==> src/logic/cfg_pkg.sv <==
// shared constants and types for the configuration and interlock block
`default_nettype none
package cfg_pkg;
    // mode parameter values
    localparam logic [7:0] MODE_SETTING   = 8'h00;
    localparam logic [7:0] MODE_OPERATION = 8'h01;
    localparam logic [7:0] VAL_ZERO       = 8'h00;
    localparam logic [7:0] VAL_ONE        = 8'h01;
    // parameter codes on the write port
    localparam logic [7:0] CODE_PRESET    = 8'h64;  // 100
    localparam logic [7:0] CODE_IND_FIRST = 8'h65;  // 101
    localparam logic [7:0] CODE_IND_LAST  = 8'h74;  // 116
    localparam logic [7:0] CODE_MODE      = 8'hc6;  // 198
    localparam logic [7:0] CODE_USE       = 8'hc7;  // 199
    localparam logic [7:0] CODE_COMMIT    = 8'h97;  // 151
    localparam logic [7:0] PRESET_MAX     = 8'h0a;
    // control output codes
    localparam logic [7:0] OUT_NONE       = 8'h00;
    localparam logic [7:0] OUT_OPEN       = 8'h14;  // 20
    localparam logic [7:0] OUT_CLOSE      = 8'h15;  // 21
    // object types
    localparam logic [7:0] TYPE_OTHER     = 8'h00;
    localparam logic [7:0] TYPE_BREAKER   = 8'h01;
    localparam logic [7:0] TYPE_TRUCK     = 8'h0b;
    localparam int         NUM_IND        = 16;
    localparam int         MAX_OBJ        = 3;
    localparam logic [1:0] CH_FIRST       = 2'h1;
    localparam logic [1:0] CH_LAST        = 2'h3;
    localparam int         NUM_CH         = 3;
    localparam int         NUM_AUX        = 10;
    // preset table positions
    localparam logic [3:0] PRE_TRUCK_IDX  = 4'h8;
    localparam logic [3:0] PRE_CB_IDX     = 4'h9;
    localparam logic [3:0] PRE_EARTH_IDX  = 4'hf;
    // operand vector layout
    localparam int OP_CLOSED = 0;
    localparam int OP_UNDEF  = 3;
    localparam int OP_OPEN   = 6;
    localparam int OP_AUX    = 9;
    localparam int OP_REG60  = 19;
    localparam int OP_REG61  = 20;
    localparam int OP_LR     = 21;
    localparam int NUM_OPS   = 22;
    // evaluation period
    localparam int CLK_HZ          = 20_000_000;
    localparam int EVAL_PERIOD_MS  = 20;
    localparam int EVAL_CYCLES_DEF = CLK_HZ / 1000 * EVAL_PERIOD_MS;
    localparam int CNT_W           = $clog2(EVAL_CYCLES_DEF);

    typedef struct packed {
        logic       in_use;
        logic       vertical;
        logic [1:0] channel;
        logic [7:0] out_code;
        logic [7:0] obj_type;
    } ind_cfg_t;
    typedef ind_cfg_t [NUM_IND-1:0] ind_table_t;

    typedef struct packed {
        logic               en;
        logic [NUM_OPS-1:0] care;
        logic [NUM_OPS-1:0] val;
    } term_t;
    // index {close, term}
    typedef term_t [3:0] prog_t;

    typedef struct packed {
        logic       valid;
        logic [7:0] code;
        logic [7:0] value;
        ind_cfg_t   entry;
    } param_wr_t;

    typedef struct packed {
        logic  valid;
        logic  close_sel;
        logic  term_sel;
        term_t term;
    } prog_wr_t;

    typedef struct packed {
        logic open;
        logic close;
    } cmd_t;

    typedef struct packed {
        logic [NUM_CH-1:0]  open_contact;
        logic [NUM_CH-1:0]  closed_contact;
        logic [NUM_AUX-1:0] aux;
        logic               lr_remote;
    } chan_pins_t;
endpackage : cfg_pkg
`default_nettype wire

==> src/logic/interlock_eval.sv <==
// periodic evaluation of the interlock program into output enables
`timescale 1ns/1ns
`default_nettype none
module interlock_eval #(
    parameter int unsigned EVAL_CYCLES = cfg_pkg::EVAL_CYCLES_DEF
) (
    input  wire logic                        mclk,
    input  wire logic                        rst,
    input  wire logic                        ce,
    input  wire logic                        run,
    input  wire cfg_pkg::prog_t              prog,
    input  wire logic [cfg_pkg::NUM_OPS-1:0] ops,
    output var  cfg_pkg::cmd_t               enable
);
    import cfg_pkg::*;

    logic [CNT_W-1:0] cnt_r;
    logic [3:0]       hit;
    logic             tick;

    function automatic logic term_hit(input term_t t, input logic [NUM_OPS-1:0] o);
        term_hit = t.en && ((o & t.care) == (t.val & t.care));
    endfunction : term_hit

    for (genvar g = 0; g < 4; g++) begin : g_term
        assign hit[g] = term_hit(prog[g], ops);
    end
    assign tick = (cnt_r == '0);

    always_ff @(posedge mclk) begin
        if (rst) begin
            cnt_r <= '0;
        end else if (ce) begin
            if (!run || tick) begin
                cnt_r <= CNT_W'(EVAL_CYCLES - 1);
            end else begin
                cnt_r <= cnt_r - 1'b1;
            end
        end
    end

    // run only in operation
    // enables hold between evaluations, dropped at once when leaving run
    always_ff @(posedge mclk) begin
        if (rst) begin
            enable <= '0;
        end else if (ce) begin
            if (!run) begin
                enable <= '0;
            end else if (tick) begin
                enable.open  <= hit[0] | hit[1];
                enable.close <= hit[2] | hit[3];
            end
        end
    end
endmodule : interlock_eval
`default_nettype wire

==> src/logic/switchgear_config_interlock.sv <==
// object configuration store, validation and interlock gating of control outputs
`timescale 1ns/1ns
`default_nettype none
module switchgear_config_interlock #(
    parameter int unsigned EVAL_CYCLES = cfg_pkg::EVAL_CYCLES_DEF
) (
    input  wire logic                mclk,
    input  wire logic                rst,
    input  wire logic                ce,
    input  wire cfg_pkg::param_wr_t  param_wr,
    input  wire cfg_pkg::prog_wr_t   prog_wr,
    output logic                     wr_ack,
    output logic                     wr_err,
    output logic                     store_strobe,
    input  wire logic [7:0]          rd_code,
    output var  cfg_pkg::ind_cfg_t   rd_data,
    output var  cfg_pkg::ind_table_t all_cfg,
    input  wire cfg_pkg::chan_pins_t chan_pins,
    input  wire cfg_pkg::cmd_t       pb_cmd,
    input  wire cfg_pkg::cmd_t       aux_cmd,
    input  wire cfg_pkg::cmd_t       bus_cmd,
    output logic                     run_mode_select,
    output logic                     interlock_in_use,
    output logic [7:0]               config_preset_select,
    output var  cfg_pkg::cmd_t       ctrl_enable,
    output var  cfg_pkg::cmd_t       ctrl_out
);
    import cfg_pkg::*;

    localparam int PIN_W = $bits(chan_pins_t) + 2 * $bits(cmd_t);

    ind_table_t       table_r;
    prog_t            prog_r;
    logic             mode_r;
    logic             use_r;
    logic [7:0]       preset_r;
    logic             ack_r;
    logic             err_r;
    logic             store_r;
    ind_cfg_t         rd_r;
    cmd_t             out_r;
    logic [PIN_W-1:0] pin_s1_r;
    logic [PIN_W-1:0] pin_s2_r;

    chan_pins_t         pins;
    cmd_t               pb_s;
    cmd_t               aux_s;
    logic [NUM_OPS-1:0] ops;
    cmd_t               en_eval;
    cmd_t               cmd_any;
    cmd_t               allow;

    // entry normalising: unused entry stores as all zero
    function automatic ind_cfg_t norm(input ind_cfg_t e);
        ind_cfg_t n;
        n = e;
        if (!e.in_use) begin
            n = '0;
        end else if (e.out_code == OUT_NONE && !type_ok(e.obj_type)) begin
            n.obj_type = TYPE_OTHER;
        end
        return n;
    endfunction : norm

    function automatic logic type_ok(input logic [7:0] t);
        type_ok = (t == TYPE_OTHER) || (t == TYPE_BREAKER) || (t == TYPE_TRUCK);
    endfunction : type_ok

    function automatic logic is_ctrl(input logic [7:0] c);
        is_ctrl = (c == OUT_OPEN) || (c == OUT_CLOSE);
    endfunction : is_ctrl

    // whole-table check, run on the candidate table before storing
    function automatic logic table_ok(input ind_table_t t);
        logic [4:0]        n_obj;
        logic [4:0]        n_ctl;
        logic [4:0]        n_cb;
        logic [4:0]        n_tr;
        logic [NUM_CH-1:0] used;
        logic              bad;
        n_obj = '0;
        n_ctl = '0;
        n_cb  = '0;
        n_tr  = '0;
        used  = '0;
        bad   = 1'b0;
        for (int i = 0; i < NUM_IND; i++) begin
            if (t[i].in_use) begin
                n_obj = n_obj + 5'h01;
                if (t[i].channel < CH_FIRST || t[i].channel > CH_LAST) begin
                    bad = 1'b1;
                end else if (used[t[i].channel - CH_FIRST]) begin
                    bad = 1'b1;
                end else begin
                    used[t[i].channel - CH_FIRST] = 1'b1;
                end
                if (is_ctrl(t[i].out_code)) begin
                    n_ctl = n_ctl + 5'h01;
                end else if (t[i].out_code != OUT_NONE) begin
                    bad = 1'b1;
                end
                if (!type_ok(t[i].obj_type)) begin
                    bad = 1'b1;
                end
                if (t[i].obj_type == TYPE_BREAKER) begin
                    n_cb = n_cb + 5'h01;
                end
                if (t[i].obj_type == TYPE_TRUCK) begin
                    n_tr = n_tr + 5'h01;
                end
            end
        end
        if (n_obj > 5'(MAX_OBJ) || n_ctl > 5'h01) begin
            bad = 1'b1;
        end
        if (n_cb > 5'h01 || n_tr > 5'h01) begin
            bad = 1'b1;
        end
        return !bad;
    endfunction : table_ok

    // preset tables: preset 0 is empty, preset 1 is the base layout, others rotate its indicators
    function automatic ind_table_t preset_table(input logic [7:0] p);
        ind_table_t t;
        logic [3:0] s;
        t = '0;
        s = 4'(p - 8'h01);
        if (p != MODE_SETTING) begin
            t[4'(PRE_TRUCK_IDX + s)] = '{1'b1, 1'b1, CH_FIRST, OUT_NONE, TYPE_TRUCK};
            t[4'(PRE_CB_IDX + s)]    = '{1'b1, 1'b1, 2'h2, OUT_OPEN, TYPE_BREAKER};
            t[4'(PRE_EARTH_IDX + s)] = '{1'b1, 1'b0, CH_LAST, OUT_NONE, TYPE_OTHER};
        end
        return t;
    endfunction : preset_table

    // default program: open always; close with truck closed or open and earth open
    function automatic prog_t preset_prog(input logic [7:0] p);
        prog_t g;
        g = '0;
        if (p != MODE_SETTING) begin
            g[0].en = 1'b1;
            g[2].en = 1'b1;
            g[2].care[OP_CLOSED] = 1'b1;
            g[2].val[OP_CLOSED]  = 1'b1;
            g[2].care[OP_OPEN + 2] = 1'b1;
            g[2].val[OP_OPEN + 2]  = 1'b1;
            g[3].en = 1'b1;
            g[3].care[OP_OPEN] = 1'b1;
            g[3].val[OP_OPEN]  = 1'b1;
            g[3].care[OP_OPEN + 2] = 1'b1;
            g[3].val[OP_OPEN + 2]  = 1'b1;
        end
        return g;
    endfunction : preset_prog

    // pins from the field pass two flops
    assign {pins, pb_s, aux_s} = pin_s2_r;

    always_ff @(posedge mclk) begin
        if (rst) begin
            pin_s1_r <= '0;
            pin_s2_r <= '0;
        end else if (ce) begin
            pin_s1_r <= {chan_pins, pb_cmd, aux_cmd};
            pin_s2_r <= pin_s1_r;
        end
    end

    always_comb begin
        ops = '0;
        for (int c = 0; c < NUM_CH; c++) begin
            ops[OP_CLOSED + c] = pins.closed_contact[c] & ~pins.open_contact[c];
            ops[OP_OPEN + c]   = pins.open_contact[c] & ~pins.closed_contact[c];
            ops[OP_UNDEF + c]  = ~(pins.open_contact[c] ^ pins.closed_contact[c]);
        end
        ops[OP_AUX +: NUM_AUX] = pins.aux;
        ops[OP_REG60] = 1'b0;
        ops[OP_REG61] = 1'b1;
        ops[OP_LR]    = pins.lr_remote;
    end

    interlock_eval #(
        .EVAL_CYCLES (EVAL_CYCLES)
    ) u_eval (
        .mclk   (mclk),
        .rst    (rst),
        .ce     (ce),
        .run    (mode_r & use_r),
        .prog   (prog_r),
        .ops    (ops),
        .enable (en_eval)
    );

    // write decode
    wire             wr_v      = param_wr.valid;
    wire             setting   = !mode_r;
    wire             is_ind    = param_wr.code >= CODE_IND_FIRST &&
                                 param_wr.code <= CODE_IND_LAST;
    wire [3:0]       ind_idx   = 4'(param_wr.code - CODE_IND_FIRST);
    wire             is_preset = param_wr.code == CODE_PRESET;
    wire             is_mode   = param_wr.code == CODE_MODE;
    wire             is_use    = param_wr.code == CODE_USE;
    wire             is_commit = param_wr.code == CODE_COMMIT;
    wire             val_bit   = param_wr.value == VAL_ONE;
    wire             val_bool  = param_wr.value == VAL_ZERO || val_bit;

    ind_table_t cand;
    always_comb begin
        cand = table_r;
        cand[ind_idx] = norm(param_wr.entry);
    end

    wire ok_ind    = is_ind && setting && table_ok(cand);
    wire ok_preset = is_preset && setting && param_wr.value <= PRESET_MAX;
    wire ok_mode   = is_mode && val_bool && (!val_bit || use_r);
    wire ok_use    = is_use && setting && val_bool;
    wire ok_commit = is_commit && val_bit;
    wire ok_param  = ok_ind | ok_preset | ok_mode | ok_use | ok_commit;
    wire prog_take = prog_wr.valid && !wr_v && setting;
    wire any_req   = wr_v || prog_wr.valid;
    wire any_ok    = (wr_v && ok_param) || prog_take;

    always_ff @(posedge mclk) begin
        if (rst) begin
            table_r  <= preset_table(VAL_ONE);
            prog_r   <= preset_prog(VAL_ONE);
            preset_r <= VAL_ONE;
        end else if (ce) begin
            if (wr_v && ok_ind) begin
                table_r[ind_idx] <= norm(param_wr.entry);
            end else if (wr_v && ok_preset) begin
                table_r  <= preset_table(param_wr.value);
                prog_r   <= preset_prog(param_wr.value);
                preset_r <= param_wr.value;
            end else if (prog_take) begin
                prog_r[{prog_wr.close_sel, prog_wr.term_sel}] <= prog_wr.term;
            end
        end
    end

    always_ff @(posedge mclk) begin
        if (rst) begin
            mode_r <= 1'b1;
            use_r  <= 1'b1;
        end else if (ce) begin
            if (wr_v && ok_mode) begin
                mode_r <= val_bit;
            end
            if (wr_v && ok_use) begin
                use_r <= val_bit;
            end
        end
    end

    always_ff @(posedge mclk) begin
        if (rst) begin
            ack_r   <= 1'b0;
            err_r   <= 1'b0;
            store_r <= 1'b0;
        end else if (ce) begin
            ack_r   <= any_ok;
            err_r   <= any_req && !any_ok;
            store_r <= wr_v && ok_commit;
        end
    end

    wire rd_hit = rd_code >= CODE_IND_FIRST && rd_code <= CODE_IND_LAST;
    wire [3:0] rd_idx = 4'(rd_code - CODE_IND_FIRST);

    always_ff @(posedge mclk) begin
        if (rst) begin
            rd_r <= '0;
        end else if (ce) begin
            rd_r <= rd_hit ? table_r[rd_idx] : '0;
        end
    end

    // a control object must exist for outputs to move
    logic ctrl_obj;
    always_comb begin
        ctrl_obj = 1'b0;
        for (int i = 0; i < NUM_IND; i++) begin
            ctrl_obj = ctrl_obj | (table_r[i].in_use & is_ctrl(table_r[i].out_code));
        end
    end

    assign cmd_any = pb_s | aux_s | bus_cmd;

    assign allow.open  = ctrl_obj & (use_r ? (mode_r & en_eval.open) : 1'b1);
    assign allow.close = ctrl_obj & (use_r ? (mode_r & en_eval.close) : 1'b1);

    // open wins over close when both are requested, never both at once
    always_ff @(posedge mclk) begin
        if (rst) begin
            out_r <= '0;
        end else if (ce) begin
            out_r.open  <= cmd_any.open & allow.open;
            out_r.close <= cmd_any.close & allow.close & ~cmd_any.open;
        end
    end

    assign wr_ack               = ack_r;
    assign wr_err               = err_r;
    assign store_strobe         = store_r;
    assign rd_data              = rd_r;
    assign all_cfg              = table_r;
    assign run_mode_select      = mode_r;
    assign interlock_in_use     = use_r;
    assign config_preset_select = preset_r;
    assign ctrl_enable          = allow;
    assign ctrl_out             = out_r;
endmodule : switchgear_config_interlock
`default_nettype wire

==> config.mk <==
export PLATFORM = sky130hd
export DESIGN_NAME = switchgear_config_interlock
export DESIGN_NICKNAME = d
export VERILOG_FILES = /design/src/logic/cfg_pkg.sv /design/src/logic/interlock_eval.sv /design/src/logic/switchgear_config_interlock.sv
export SDC_FILE = /design/constraint.sdc
export NUM_CORES = 2
export LEC_CHECK = 0
export ABC_AREA = 1
export ABC_CLOCK_PERIOD_IN_PS = 15850
export BUFFER_PORTS_ARGS = -buffer_cell sky130_fd_sc_hd__buf_2
export CORE_UTILIZATION = 51
export CTS_CLUSTER_SIZE = 14
export DETAILED_ROUTE_END_ITERATION = 16
export PLACE_DENSITY = 0.82
export SYNTH_ARGS = -nofsm -noshare
export SYNTH_HDL_FRONTEND = slang
export SYNTH_SLANG_ARGS = --single-unit
==> constraint.sdc <==
create_clock -name mclk -period 15.85 [get_ports mclk]
set_clock_uncertainty 0.1 [all_clocks]
set_input_delay 0.7925 -clock mclk [delete_from_list [all_inputs] [get_ports mclk]]
set_output_delay 0.7925 -clock mclk [all_outputs]
set_load 0.005 [all_outputs]
==> results.toml <==
[hold_path]
hold_class = "in2reg"

[cts]
cts_made_buffers = 71
cts_tree = "yes"
cts_max_path_buffers = 3
clock_root_buffer = "clkbuf_16"
htree_num_levels = 3
clock_sinks = 598
hold_buffers = 0
clock_insertion_delay_worst_skew_ns = 0.67
clock_pin_transition_on_the_worst_setup_and_hold_timing_paths_ns = 0.06

[layout]
most_frequent_cells_in_the_layout = "1937 x nand2_1, 703 x inv_1, 619 x nor2_1, 610 x a21oi_1, 598 x dfxtp_1"
layout-area-overhead-vs-synth_pct = 8.98
finish.net_count = 7634
drive_gt1_frac = 0.139
layout_commonest_cell = "nand2_1"
nFillCells = 8541

[timing]
maxSlewHeadroom = -0.0130
finalSetupViolations = 0
fmax_ghz = 0.0663
aggregate_negative_setup_slack_ns = 0
max_slew.worst_pin.slew_ns = 1.50
min_period_over_period = 0.951
final_critical_path_setup_slack_ns = 0.771
final-max-slew-violation-count = 1
finalHoldWorstSlack_ns = 0.247
min_period_ns = 15.08
rsz0062_at_grt = "no"
hold_viol_final = 0

[run]
max_cap_viol_count = 1

[grt]
antenna_found_initial = 12
global_route_congestion_overflow_total = 0
grt_pass1_wl_um = 281000
grt_max_degree = 214
via_count_of_the_first_global_routing_pass = 46100
track_usage = 0.408

[synthesis]
synth_enable_flop_cells = 0
postSynth.topFlopCell = "dfxtp_1"
synth_instances = 7127
synth_fp_nets = 7382
post_synth_num_cell_types = 90
postSynth.asyncResetShare = 0
synth_sequential_area_ratio = 0.266
synthesized_area_divided_by_synthesized_cell_count_um2 = 6.32
synth.yosys.warnings = 0
netlist_area_um2 = 45100
synth_seq_cells = 598

[placed_design]
place.detailed.hpwl_um = 142000
gp_congestion = 1.07
buffer_ports.inserted = 475
dp_worst_setup_slack_ns = 0.756

[setup_path]
worst_path_largest_cell_delay_ns = 0.53
setup.worst_path.class = "in2reg"
worstPathMaxFanout = 208
worst-endpoint-arrival_ns = 15.50
crit_top_cell = "ha_1"
cp-start-kind = "input pin"
setup.worst_path.end_class = "register"
cpMaxStageDelayCell = "buf_2"
crit_buf_inv = 11
worst_ep_required_time_ns = 16.27
worst_path_dominant_cell_family = "simple AND/OR/NAND/NOR gates"

[floorplan]
num_rows = 108
die_x_um = 299
initial_core_util = 0.517
floorplan.die.height_um = 299
core_um2 = 87200
area_of_the_die_um2 = 89600
io_pins = 476

[detailed_routing]
vias = 52000
drt-vias-per-instance = 6.05
routed_wire_length_um = 192000
route.detailed.drc = 0
routedWlPerCell_um = 22.4
drtIter0Drc = 7814
router_iterations_before_antenna_repair = 9
route.antenna.remaining_nets = 0

[outcome]
run_status = "complete, but fails checks"
violations = "max-capacitance violations, max-slew violations"

[pwr]
ir_worst_vdd_v = 0.0000909
power_per_cell_area_nw_per_um2 = 80.7
power_leakage_nw = 21.8
## synthesized netlist by cell type (13+ instances only)
master,count,share of area
a211oi_1,16,0.0027
a21boi_0,23,0.0038
a21oi_1,611,0.068
a21oi_2,36,0.0070
a22oi_1,28,0.0047
a31oi_1,13,0.0018
buf_1,16,0.0013
buf_12,20,0.0089
buf_4,13,0.0022
buf_6,38,0.0095
buf_8,18,0.0060
clkbuf_1,174,0.014
clkbuf_8,60,0.018
dfxtp_1,598,0.27
ha_1,136,0.038
inv_1,706,0.059
inv_2,57,0.0047
nand2_1,1939,0.16
nand2_2,97,0.013
nand3_1,332,0.037
nand3_2,14,0.0031
nand4_1,142,0.020
nor2_1,622,0.052
nor2_2,35,0.0049
nor3_1,127,0.014
nor4_1,57,0.0079
o211ai_1,14,0.0023
o21a_1,20,0.0033
o21ai_0,582,0.065
o21ai_1,121,0.013
o21ai_2,15,0.0029
o311ai_0,37,0.0072
or2_0,23,0.0032
or2_2,34,0.0047
xnor2_1,74,0.014
xor2_1,76,0.015
## layer usage
| metal | share of wire | GRT usage |
|---|---|---|
| met5 | 0.00013 | 0 |
| met4 | 0.082 | 0.275 |
| met3 | 0.14 | 0.115 |
| met2 | 0.41 | 0.597 |
| met1 | 0.37 | 0.520 |
## worst min-delay path, stage by stage
cell,delay [ns]
buf_2,0.07
nor2_1,0.03
nor2_1,0.08
## power breakdown
| group | leakage (nW) | switching (mW) | total [mW] | internal (mW) |
|---|---|---|---|---|
| Sequential | 4.83 | 0.0275 | 1.56 | 1.53 |
| Clock | 1.24 | 0.745 | 1.77 | 1.03 |
| Combinational | 15.8 | 0.460 | 0.632 | 0.172 |
## path summary, 6_finish.rpt
path	end	cells past startpoint	slack, ns	startpoint
setup / recovery	all_cfg[132]	74	0.77	param_wr[19]
hold / removal	pin_s1_r[7]	3	0.25	chan_pins[3]
setup reg to reg	all_cfg[132]	74	2.02	all_cfg[15]
hold reg to reg	config_preset_select[6]	2	0.35	config_preset_select[6]
## sequential cells by signal, summed over array words and instances, names as in the netlist
register and count:
all_cfg 320, prog_r 180, pin_s1_r 21, pin_s2_r 21, rd_data 20, u_eval.cnt_r 19
config_preset_select 8, ctrl_out 2, u_eval.enable 2, interlock_in_use 1, run_mode_select 1, store_strobe 1
wr_ack 1, wr_err 1
## cells by family after synthesis
| logic type | synth area share |
|---|---|
| AOI/OAI and AO/OA | 0.196 |
| xor gates and xnor gates | 0.0310 |
| adders and majority gates | 0.0378 |
| buffers and inverters | 0.131 |
| DFF | 0.266 |
| muxes | 0.000222 |
| and+or+nand+nor | 0.338 |
## cell type report
cell class,instances,area [um^2],share of cell area
clock buffer,96,2020,0.0411
timing repair buffer,549,2990,0.0608
clock inverter,33,487,0.00991
sequential,598,12000,0.244
tap,1155,1450,0.0294
inverter,776,2940,0.0599
multi-input combinational,5383,27300,0.555
antenna,3,7.51,0.000153
## metrics by stage
stage | cell area, um^2 | cells | power [mW] | utilization
after floorplan | 45100 | 7127 | 1.99 | -
after CTS | 49100 | 8589 | 3.92 | 0.563
after global placement | 46600 | 8460 | 2.18 | 0.535
after global routing | 49100 | 8591 | 4.06 | 0.563
after detailed placement | 46600 | 8460 | 2.19 | 0.535
final | 49100 | 8593 | 3.96 | 0.563
## timing repair
item	4_1_cts	5_1_grt
setup endpoints to repair	0	2
gates resized for setup	0	0
buffers inserted	0	0
Power figures use the tool's default switching activity.
